<file path="config.mk">
export PLATFORM = sky130hd
export DESIGN_NAME = homing_mode_control
export DESIGN_NICKNAME = d
export VERILOG_FILES = /design/src/common/homing_pkg.sv /design/src/common/homing_if.sv /design/src/hw/homing_profile.sv /design/src/hw/homing_mode_control.sv
export VERILOG_INCLUDE_DIRS = /design/src /design/src/common
export SDC_FILE = /design/constraint.sdc
export NUM_CORES = 1
export LEC_CHECK = 0
export BUFFER_PORTS_ARGS = -buffer_cell sky130_fd_sc_hd__buf_2
export CAP_MARGIN = 20
export CORE_MARGIN = 2
export CORE_UTILIZATION = 45
export DETAILED_ROUTE_END_ITERATION = 10
export PLACE_DENSITY = 0.71
export SYNTH_ARGS = -nofsm -noshare
export SYNTH_HDL_FRONTEND = slang
export SYNTH_HIERARCHICAL = 1
export SYNTH_SLANG_ARGS = --single-unit
</file>
<file path="constraint.sdc">
create_clock -name sys_clk -period 5.3 [get_ports sys_clk]
set_clock_uncertainty 0.05 [all_clocks]
set_input_delay 0.265 -clock sys_clk [delete_from_list [all_inputs] [get_ports sys_clk]]
set_output_delay 0.265 -clock sys_clk [all_outputs]
set_load 0.02 [all_outputs]
</file>
<file path="src/common/homing_params.svh">
// register offsets, field positions, reset values and timing counts of the homing block
`ifndef HOMING_PARAMS_SVH
`define HOMING_PARAMS_SVH

`define HM_ADDR_CTRL 16'h6040
`define HM_ADDR_STAT 16'h6041
`define HM_ADDR_OFFS 16'h607C
`define HM_ADDR_METH 16'h6098
`define HM_ADDR_POS 16'h7000
`define HM_ADDR_IRQ_STAT 16'h7001
`define HM_ADDR_IRQ_MASK 16'h7002

`define HM_CW_START 4
`define HM_CW_HALT 8
`define HM_SW_INFO 7
`define HM_SW_INIT 9
`define HM_SW_TARGET 10
`define HM_SW_LIMIT 11
`define HM_SW_ATTAINED 12
`define HM_SW_ERROR 13
`define HM_SW_TORQUE 15

`define HM_M_LIM_NEG 8'h11
`define HM_M_LIM_POS 8'h12
`define HM_M_HOME_POS 8'h18
`define HM_M_HOME_NEG 8'h1C
`define HM_M_PRESET_A 8'h23
`define HM_M_PRESET_B 8'h25
`define HM_M_SPECIFIC 8'hFF
`define HM_METHOD_RST 8'h18

`define HM_IRQ_DONE 0
`define HM_IRQ_ALARM 1
`define HM_IRQ_ABORT 2

`define HM_CLK_HZ 20000000
`define HM_START_HZ 5000
`define HM_RUN_HZ 10000
`define HM_START_PERIOD 16'(`HM_CLK_HZ / `HM_START_HZ)
`define HM_RUN_PERIOD 16'(`HM_CLK_HZ / `HM_RUN_HZ)
`define HM_RAMP_DELTA 16'h0064

`endif

</file>
<file path="src/common/homing_pkg.sv">
// types shared by the homing block modules
package homing_pkg;

    typedef enum logic [1:0] {ST_IDLE, ST_SEARCH, ST_STOPPING, ST_PRESET} hm_state_t;

    typedef enum logic [1:0] {RES_NONE, RES_RUN, RES_DONE, RES_ALARM} hm_result_t;

    typedef struct packed {
        logic [5:0] pin_s1;
        logic [5:0] pin_s2;
        logic [15:0] ctrl;
        logic [31:0] home_offset;
        logic [7:0] method;
        logic [2:0] irq_stat;
        logic [2:0] irq_mask;
        logic [31:0] position;
        logic [31:0] rd_data;
        hm_state_t st;
        hm_result_t res;
        logic dir;
        logic ok_stop;
        logic go;
        logic decel;
        logic halt_now;
    } ctl_state_t;

    typedef struct packed {
        logic busy;
        logic stopping;
        logic step;
        logic [15:0] cnt;
        logic [15:0] period;
    } prof_state_t;

endpackage : homing_pkg

</file>
<file path="src/common/homing_if.sv">
// link between the homing sequencer and its step profile generator
`timescale 1ns/1ns
interface homing_if;
    logic go;
    logic decel_req;
    logic halt_now;
    logic step;
    logic moving;

    modport ctrl (output go, output decel_req, output halt_now, input step, input moving);
    modport gen (input go, input decel_req, input halt_now, output step, output moving);
endinterface : homing_if

</file>
<file path="src/hw/homing_profile.sv">
// step profile generator: ramps the step rate up, runs, and ramps down on request
`timescale 1ns/1ns
`include "homing_params.svh"
module homing_profile
(
    // clock and reset
    input wire logic sys_clk,
    input wire logic rst_b,
    // sequencer side
    homing_if.gen pif
);

    homing_pkg::prof_state_t s;
    homing_pkg::prof_state_t n;

    // the trajectory is made here, never fed from outside
    always_comb
    begin
        n = s;
        n.step = 1'b0;
        if (!s.busy)
        begin
            if (pif.go)
            begin
                n.busy = 1'b1;
                n.stopping = 1'b0;
                n.period = `HM_START_PERIOD;
                n.cnt = `HM_START_PERIOD;
            end
        end
        else if (pif.halt_now)
        begin
            // alarm: no ramp, stop at once
            n.busy = 1'b0;
            n.stopping = 1'b0;
        end
        else
        begin
            if (pif.decel_req)
                n.stopping = 1'b1;
            if (s.cnt <= 16'h0001)
            begin
                n.step = 1'b1;
                n.cnt = s.period;
                if (n.stopping)
                begin
                    if (s.period >= `HM_START_PERIOD)
                        n.busy = 1'b0;
                    else
                        n.period = 16'(s.period + `HM_RAMP_DELTA);
                end
                else if (s.period > 16'(`HM_RUN_PERIOD + `HM_RAMP_DELTA))
                    n.period = 16'(s.period - `HM_RAMP_DELTA);
                else
                    n.period = `HM_RUN_PERIOD;
            end
            else
                n.cnt = 16'(s.cnt - 16'h0001);
        end
    end

    always_ff @(posedge sys_clk or negedge rst_b)
    begin
        if (!rst_b)
            s <= '0;
        else
            s <= n;
    end

    assign pif.step = s.step;
    assign pif.moving = s.busy;

endmodule : homing_profile

</file>
<file path="src/hw/homing_mode_control.sv">
// return-to-home sequencer with control word, status word and interrupt registers
`timescale 1ns/1ns
`include "homing_params.svh"
// Functional notes
// - The homing trajectory is generated inside the block with no setpoints from the master.
// - On successful completion the current position is preset to the home offset value.
// - Control bit 8 at 0 allows motion and at 1 stops it with a ramp.
// - A 0 to 1 change of control bit 4 starts homing unless something blocks it.
// - Dropping control bit 4 while homing runs ramps the motor to a stop.
// - Start is ignored while moving, halted, stop input on, not operation-enabled or not excited.
// - Status bit 15 shows that the load has reached the torque ceiling.
// - Status bit 11 is set while any limit sensor, travel block, software or mechanism limit is active.
// - Status bit 9 is set once initialization is complete.
// - Status bit 7 follows the information condition and clears on its own.
// - While homing runs, status bits 13, 12 and 10 read 000.
// - When homing was interrupted or never started, bits 13, 12 and 10 read 001.
// - After successful homing, bits 13, 12 and 10 read 011.
// - When an alarm cuts homing short, bits 13, 12 and 10 read 101.
// - The method code picks the procedure: 17/18 limit sensor, 24/28 home sensor, 35/37 preset, -1 specific.
module homing_mode_control
(
    // clock and reset
    input wire logic sys_clk,
    input wire logic rst_b,
    // register port
    input wire logic [15:0] addr,
    input wire logic [31:0] wr_data,
    input wire logic wr_strobe,
    input wire logic rd_strobe,
    output logic [31:0] rd_data,
    // sensor pins, bit 0 positive end
    input wire logic [1:0] travel_end_sensors,
    input wire logic [1:0] travel_block_inputs,
    input wire logic home_sensor,
    input wire logic stop_in,
    // drive internal conditions
    input wire logic op_enabled,
    input wire logic motor_excited,
    input wire logic drive_alarm,
    input wire logic info_active,
    input wire logic init_done,
    input wire logic torque_ceiling_flag,
    input wire logic soft_limit,
    input wire logic mech_limit,
    input wire logic [2:0] vendor_specific_bits,
    // motion and interrupt
    output logic step_out,
    output logic step_dir,
    output logic irq
);

    localparam int PIN_HOME = 0;
    localparam int PIN_BLK = 1;
    localparam int PIN_END = 3;
    localparam int PIN_STOP = 5;

    homing_pkg::ctl_state_t s;
    homing_pkg::ctl_state_t n;
    homing_if pif ();

    logic [2:0] ev;
    logic [2:0] irq_clr;
    logic [15:0] status_word;
    logic [5:0] pins;
    logic start_req;
    logic blocked;
    logic target_hit;
    logic any_limit;

    // procedure chosen by the method code
    function automatic logic method_ok(input logic [7:0] m);
        method_ok = (m == `HM_M_LIM_NEG) || (m == `HM_M_LIM_POS) || (m == `HM_M_HOME_POS)
            || (m == `HM_M_HOME_NEG) || (m == `HM_M_PRESET_A) || (m == `HM_M_PRESET_B)
            || (m == `HM_M_SPECIFIC);
    endfunction : method_ok

    function automatic logic method_preset(input logic [7:0] m);
        method_preset = (m == `HM_M_PRESET_A) || (m == `HM_M_PRESET_B);
    endfunction : method_preset

    // 1 means positive; the specific procedure seeks upward
    function automatic logic method_dir(input logic [7:0] m);
        method_dir = (m == `HM_M_LIM_POS) || (m == `HM_M_HOME_POS) || (m == `HM_M_SPECIFIC);
    endfunction : method_dir

    // only the four legal combinations can come out
    function automatic logic [2:0] result_code(input homing_pkg::hm_result_t r);
        case (r)
            homing_pkg::RES_RUN: result_code = 3'b000;
            homing_pkg::RES_DONE: result_code = 3'b011;
            homing_pkg::RES_ALARM: result_code = 3'b101;
            default: result_code = 3'b001;
        endcase
    endfunction : result_code

    assign pins = {stop_in, travel_end_sensors, travel_block_inputs, home_sensor};

    // start is judged on the written edge of bit 4
    assign start_req = wr_strobe && (addr == `HM_ADDR_CTRL)
        && wr_data[`HM_CW_START] && !s.ctrl[`HM_CW_START];

    // any of these swallows the start request
    assign blocked = (s.st != homing_pkg::ST_IDLE) || pif.moving || s.ctrl[`HM_CW_HALT]
        || s.pin_s2[PIN_STOP] || !op_enabled || !motor_excited;

    // limit methods look at the end sensor ahead, the rest at the home sensor
    always_comb
    begin
        if (s.method == `HM_M_LIM_NEG)
            target_hit = s.pin_s2[PIN_END + 1];
        else if (s.method == `HM_M_LIM_POS)
            target_hit = s.pin_s2[PIN_END];
        else
            target_hit = s.pin_s2[PIN_HOME];
    end

    assign any_limit = (|s.pin_s2[PIN_END +: 2]) || (|s.pin_s2[PIN_BLK +: 2])
        || soft_limit || mech_limit;

    always_comb
    begin
        status_word = 16'h0000;
        status_word[`HM_SW_TORQUE] = torque_ceiling_flag;
        status_word[`HM_SW_LIMIT] = any_limit;
        status_word[`HM_SW_INIT] = init_done;
        status_word[`HM_SW_INFO] = info_active;
        {status_word[`HM_SW_ERROR], status_word[`HM_SW_ATTAINED], status_word[`HM_SW_TARGET]}
            = result_code(s.res);
        status_word[14] = vendor_specific_bits[2];
        status_word[8] = vendor_specific_bits[1];
    end

    assign irq_clr = (wr_strobe && (addr == `HM_ADDR_IRQ_STAT)) ? wr_data[2:0] : 3'h0;

    always_comb
    begin
        n = s;
        ev = 3'h0;
        n.pin_s1 = pins;
        n.pin_s2 = s.pin_s1;
        n.go = 1'b0;
        n.halt_now = 1'b0;
        n.rd_data = 32'h0000_0000;
        if (wr_strobe)
        begin
            case (addr)
                `HM_ADDR_CTRL: n.ctrl = wr_data[15:0];
                `HM_ADDR_OFFS: n.home_offset = wr_data;
                `HM_ADDR_METH: n.method = wr_data[7:0];
                `HM_ADDR_IRQ_MASK: n.irq_mask = wr_data[2:0];
                default: ;
            endcase
        end
        if (pif.step)
            n.position = s.dir ? 32'(s.position + 32'h1) : 32'(s.position - 32'h1);
        case (s.st)
            homing_pkg::ST_IDLE:
            begin
                if (start_req && !blocked && method_ok(s.method))
                begin
                    n.res = homing_pkg::RES_RUN;
                    n.ok_stop = 1'b0;
                    if (method_preset(s.method))
                        n.st = homing_pkg::ST_PRESET;
                    else
                    begin
                        n.st = homing_pkg::ST_SEARCH;
                        n.dir = method_dir(s.method);
                        n.go = 1'b1;
                    end
                end
            end
            homing_pkg::ST_SEARCH:
            begin
                if (drive_alarm)
                begin
                    n.halt_now = 1'b1;
                    n.st = homing_pkg::ST_IDLE;
                    n.res = homing_pkg::RES_ALARM;
                    ev[`HM_IRQ_ALARM] = 1'b1;
                end
                else if (target_hit)
                begin
                    n.st = homing_pkg::ST_STOPPING;
                    n.ok_stop = 1'b1;
                    n.decel = 1'b1;
                end
                else if (!s.ctrl[`HM_CW_START] || s.ctrl[`HM_CW_HALT] || s.pin_s2[PIN_STOP])
                begin
                    // ramp down rather than drop the pulses
                    n.st = homing_pkg::ST_STOPPING;
                    n.ok_stop = 1'b0;
                    n.decel = 1'b1;
                end
            end
            homing_pkg::ST_STOPPING:
            begin
                if (drive_alarm)
                begin
                    n.halt_now = 1'b1;
                    n.decel = 1'b0;
                    n.st = homing_pkg::ST_IDLE;
                    n.res = homing_pkg::RES_ALARM;
                    ev[`HM_IRQ_ALARM] = 1'b1;
                end
                else if (!pif.moving)
                begin
                    n.decel = 1'b0;
                    if (s.ok_stop)
                        n.st = homing_pkg::ST_PRESET;
                    else
                    begin
                        n.st = homing_pkg::ST_IDLE;
                        n.res = homing_pkg::RES_NONE;
                        ev[`HM_IRQ_ABORT] = 1'b1;
                    end
                end
            end
            homing_pkg::ST_PRESET:
            begin
                // overrides any last step count in the same cycle
                n.position = s.home_offset;
                n.res = homing_pkg::RES_DONE;
                n.st = homing_pkg::ST_IDLE;
                ev[`HM_IRQ_DONE] = 1'b1;
            end
            default:
                n.st = homing_pkg::ST_IDLE;
        endcase
        // a new event beats a clear written in the same cycle
        n.irq_stat = (s.irq_stat & ~irq_clr) | ev;
        if (rd_strobe)
        begin
            case (addr)
                `HM_ADDR_CTRL: n.rd_data = {16'h0000, s.ctrl};
                `HM_ADDR_STAT: n.rd_data = {16'h0000, status_word};
                `HM_ADDR_OFFS: n.rd_data = s.home_offset;
                `HM_ADDR_METH: n.rd_data = {24'h00_0000, s.method};
                `HM_ADDR_POS: n.rd_data = s.position;
                `HM_ADDR_IRQ_STAT: n.rd_data = {29'h0000_0000, s.irq_stat};
                `HM_ADDR_IRQ_MASK: n.rd_data = {29'h0000_0000, s.irq_mask};
                default: n.rd_data = 32'h0000_0000;
            endcase
        end
    end

    always_ff @(posedge sys_clk or negedge rst_b)
    begin
        if (!rst_b)
        begin
            s <= '0;
            s.method <= `HM_METHOD_RST;
        end
        else
            s <= n;
    end

    assign pif.go = s.go;
    assign pif.decel_req = s.decel;
    assign pif.halt_now = s.halt_now;

    homing_profile u_profile
    (
        .sys_clk(sys_clk),
        .rst_b(rst_b),
        .pif(pif)
    );

    assign rd_data = s.rd_data;
    assign step_out = pif.step;
    assign step_dir = s.dir;
    assign irq = |(s.irq_stat & s.irq_mask);

    logic [2:0] code;
    assign code = {status_word[`HM_SW_ERROR], status_word[`HM_SW_ATTAINED], status_word[`HM_SW_TARGET]};
endmodule : homing_mode_control

</file>
== Yosys cells after proc, flatten, opt, wreduce, memory -nomap -nowiden ==
Index checks and enable logic that the tools add are counted.
Operators by class
  $add $sub $neg: 5
  multiply operators: 0
  div/mod/pow operators: 0
  order comparisons: 3
  equal/unequal tests: 30
  shift operators: 0
  multiplexer cells: 59
  bitwise logic cells: 5
  reduce and logical (&&, ||, !) cells: 50
Operators with widths (count)
  case mux 32 bit (7 select lines): 1
  2-to-1 mux 32 bit: 6
  == test 16 x 15 -> 1 bit (second input constant): 7
  2-to-1 mux 16 bit: 5
  2-to-1 mux 33 bit: 1
  adder 32 x 1 -> 32 bit (second input constant): 1
  == test 8 x 5 -> 1 bit (second input constant): 4
  subtractor 32 x 1 -> 32 bit (second input constant): 1
  2-to-1 mux 1 bit: 28
  2-to-1 mux 2 bit: 10
  logical OR 1 bit: 19
  adder 16 x 7 -> 16 bit (second input constant): 1
  == test 8 x 6 -> 1 bit (second input constant): 2
  >= comparator 16 x 12 -> 1 bit (second input constant): 1
  greater-than comparator 16 x 12 -> 1 bit (second input constant): 1
  <= comparator 16 x 1 -> 1 bit (second input constant): 1
  case mux 4 bit (4 select lines): 1
  AND reduction 4 bit: 4
  subtractor 16 x 1 -> 16 bit (second input constant): 1
  subtractor 16 x 7 -> 16 bit (second input constant): 1
  != test 3 bit (second input constant): 4
  != test 2 bit (second input constant): 5
  AND reduction 2 bit: 5
  nonzero test 2 bit: 5
  other kinds (20): 37
Storage, ports and cells
  register bits after elaboration: 182
  bits in latches: 0
  RAM bits: 0
  memory bits (read-only): 0
  bits of input ports: 69
  output and inout bits: 35
  memories: 0

== Logic depth before layout (Yosys ltp) ==
  depth after elaboration: 11
  depth in mapped cells: 11

== Hierarchy ==
Netlist, hierarchy kept.
By module, submodules not included
  homing_mode_control: instances 1, cells each 813, area an instance 8391.8 um^2, seq. area each 3681.0 um^2
  homing_profile: instances 1, cells each 315, area an instance 2528.7 um^2, seq. area each 825.8 um^2

== Least setup slack after synthesis ==
OpenSTA, ideal clock, no wires.
  path kind: reg2reg
  from: register s, in the netlist step_dir
  to: register s[70] (netlist name)
  setup time: 0.127 ns
  arrival: 3.097 ns
  path slack: 2.025 ns
  cell stages (with the launch flop): 11
  clock period less this slack: 3.275 ns
  cell sequence: dfrtp_1 > inv_1 > ha_1 > a21oi_1 > o211ai_1 > a41oi_1 > o21a_1 > o21ai_0 > a221oi_1 > xor2_1 > a21oi_1
Between the ends
  word-level cells in the longest chain between the ends: 3
Ends and longest elaborated chain
  from (decl): RTL line homing_mode_control.sv:57  | homing_pkg::ctl_state_t s;
  from (signal assigned): RTL line homing_mode_control.sv:255  | s <= n;
  2-to-1 mux 32 bit: RTL line homing_mode_control.sv:155  | n.position = s.dir ? 32'(s.position + 32'h1) : 32'(s.position - 32'h1);
  2-to-1 mux 32 bit: RTL line homing_mode_control.sv:154  | if (pif.step)
  2-to-1 mux 32 bit: RTL line homing_mode_control.sv:156  | case (s.st)
Every way passes these cells. The select of a mux whose other input is x is not followed.
A chain may end at the register's enable or synchronous reset.

== Worst setup path in the final report ==
  from: register s, in the netlist step_dir
  to: register s[71] (netlist name)
The elaborated chain is that of the path after synthesis.

==> flow_metrics.py <==
metrics = {
    "clock_network": {
        "worst_skew_pair.late_latency_ns": 0.44,
        "clk_pin_slew_ns": 0.07,
        "ctsResizeCount": 0,
        "cts_num_sinks": 180,
        "cts_tree": "yes",
        "cts_made_buffers": 17,
        "cts_root_buf": "clkbuf_16",
        "htreeDepth": 4,
        "clock_path_buffers": 2,
    },
    "global_routing": {
        "antenna_found_initial": 2,
        "grt_overflow": 0,
        "grt_pass1_wl_um": 44900,
        "grtUsageTotal_pct": 21.6,
        "grt_max_degree": 64,
        "grt_pass1_vias": 8860,
    },
    "power": {
        "p_per_area_nw_per_um2": 223,
        "leakagePower_nw": 5.53,
        "ir_drop_mv": 0.206,
    },
    "floorplan": {
        "rows": 57,
        "die_x_um": 160,
        "core_area_um2": 24100,
        "die_area_um2": 25500,
        "die_h_um": 160,
        "io_pins": 104,
        "start_util_pct": 45.3,
    },
    "logic_synthesis": {
        "synth-main-ff-cell": "dfrtp_1",
        "synth_edf_count": 0,
        "syn_inst": 1128,
        "async_reset_ff_share_pct": 100,
        "synth-seq-cells": 180,
        "post_synth.cell_area_avg_um2": 9.68,
        "yosys.cell_types.count": 89,
        "ys_seq_area_share_pct": 41.3,
        "syn_area_um2": 10900,
        "ys.warnings.count": 6,
        "syn-num-nets": 1239,
    },
    "finish": {
        "areaGrowthSynthToFinish_pct": 10.8,
        "post-route-util_pct": 50.2,
        "mostFrequentLayoutCells": "177 x dfrtp_1, 101 x buf_2, 82 x nor2_1, 78 x nand2_1, 75 x o21ai_0",
        "stdcell_count": 1509,
        "final_layout_size_suffix_gt1_share_pct": 20.8,
        "layout_commonest_cell": "dfrtp_1",
        "nets": 1281,
        "n_fill_cell": 2262,
    },
    "job": {
        "max-cap-violations": 0,
    },
    "sta": {
        "setup_viol": 0,
        "hold_violations": 0,
        "finalCritPeriodShare_pct": 73.9,
        "worstMarginPinSlew_ns": 1.04,
        "fin_setup_tns_ns": 0,
        "max_slew_margin_pct": 30.5,
        "fin_crit_ns": 3.92,
        "clock.fmax_mhz": 255,
        "rsz0062_at_grt": "no",
        "maxSlewViolCount": 0,
    },
    "worst_setup_path": {
        "rr_startpoint": "step_dir",
        "worstPathArrival_ns": 4.18,
        "worst-r2r-cell-count": 11,
        "worstSetupEndpoint": "s[71]",
        "r2r-end": "s[71]",
        "endpoint_kind": "register",
        "path_class": "reg2reg",
        "crit_fanout": 21,
        "worstPathRequired_ns": 5.57,
        "rrSetupSlack_ns": 1.38,
        "cp-startpoint": "step_dir",
        "worstSetupStartpointType": "register",
    },
    "placement": {
        "dp.final_hpwl_um": 19100,
        "port_buffers": 102,
        "gp_congestion": 0.924,
        "place_inst": 1464,
    },
    "routing": {
        "dr_total_vias": 8873,
        "drt_wl_total_um": 27200,
        "drc": 0,
        "dr_wl_met2_um": 13300,
        "firstDrtPassIters": 8,
        "ant_nets": 0,
        "met1Wirelength_um": 12100,
        "route.top_layer_used": "met4",
        "avgRoutedWirePerCell_um": 18.0,
        "drt_iter0_drc": 709,
        "route.met3.wl_um": 1280,
        "via_per_inst": 5.88,
    },
    "outcome": {
        "status": "complete, no violations",
    },
    "hold_path": {
        "hp-class": "in2reg",
    },
}
## layout make-up
cell class	count	area, um^2	area share (%)
tap	324	405	3.35
clock inverter	14	135	1.12
sequential	180	4510	37.3
antenna	2	5.00	0.0414
clock buffer	18	439	3.63
timing repair buffer	124	717	5.92
inverter	41	154	1.27
multi-input combinational	806	5740	47.4
## Yosys cell counts (all sizes together) (8+ instances only)
library cell / count / share of area [%]
mux2i: 34 / 3.1
mux2: 68 / 7.0
nor3: 23 / 1.1
xor2: 8 / 0.64
xnor2: 21 / 1.7
a21oi: 67 / 3.1
inv: 41 / 1.4
nor3b: 8 / 0.69
o21ai: 79 / 3.7
nand4: 11 / 0.63
or3: 10 / 0.57
o21a: 8 / 0.55
and3: 12 / 0.70
buf: 49 / 3.1
nand2b: 8 / 0.46
clkbuf: 52 / 1.8
or4: 9 / 0.69
a31oi: 10 / 0.71
nand3: 16 / 0.78
a211oi: 10 / 0.80
a22oi: 24 / 1.6
dfrtp: 178 / 41
nor4: 9 / 0.57
nand2: 78 / 2.7
a21o: 17 / 1.2
nor2: 83 / 2.9
a222oi: 19 / 1.7
o211ai: 11 / 0.76
nor2b: 15 / 0.86
ha: 41 / 4.7
## cells by family (layout without fill, tap and decap cells)
kind of cell | after synthesis | in the layout | synth area share, %
AO/OA/AOI/OAI | 313 | 313 | 19.5
XOR/XNOR | 29 | 29 | 2.33
adder cells (fa/ha/maj) | 42 | 42 | 4.88
buffers and inverters | 142 | 197 | 6.34
flip-flops | 180 | 180 | 41.3
multiplexers | 102 | 102 | 10.2
other | 0 | 2 | 0
AND/OR/NAND/NOR | 320 | 320 | 15.5
## power by group
group	internal, mW	switching (mW)
combinational	0.0319	0.0518
sequential	1.38	0.00398
clock	0.637	0.601
total	2.05	0.657
## routing by layer
metal  global-route usage (%)  up-vias
li1                         -     4214
met1                     28.9     4374
met2                     35.8      244
met3                     3.66       41
met4                     7.04        0
met5                        0        -
## state kept, by name (all words and copies together), names as in the netlist
name,cells
u_profile/s,31
s,105
u_profile/pif.step,1
pif.go,1
step_dir,1
u_profile/pif.moving,1
n,6
pif.halt_now,1
rd_data,32
pif.decel_req,1
## repair_timing
item / in CTS / in global routing
endpoints found under the hold margin: 70 / 0
setup buffers: 0 / 0
hold buffers: 10 / 0
## through the flow
stage          hold slack, ns  setup slack [ns]  instance area, um^2  power [mW]
2_1_floorplan         -0.0806              2.03                10900        1.42
3_3_place_gp            0.240              1.55                11400        1.49
3_5_place_dp            0.242              1.49                11400        1.49
4_1_cts               0.00209              1.40                12100        2.73
5_1_grt               0.00377              1.15                12100        2.80
6_report              0.00949              1.38                12100        2.70
## worst max-delay path: stages (launching register included)
cell,delay [ns]
dfrtp_1,0.44
inv_1,0.62
buf_4,0.35
ha_1,0.33
a21o_1,0.23
a221oi_1,0.38
o211ai_1,0.13
nor2_1,0.30
o21ai_0,0.23
a311oi_1,0.43
mux2i_1,0.24
nand2_1,0.06
## how the worst min path moves through the flow
stage                startpoint  endpoint  slack, ns  depth (start not counted)
floorplan                 rst_b    n[135]      -0.08                          0
global placement          rst_b    n[136]       0.24                          1
detailed placement        rst_b    n[136]       0.24                          1
CTS                 wr_data[16]    s[103]      0.002                          2
global route        wr_data[26]    s[113]      0.004                          2
finish              wr_data[28]    s[115]      0.009                          2
Power figures use the tool's default switching activity.
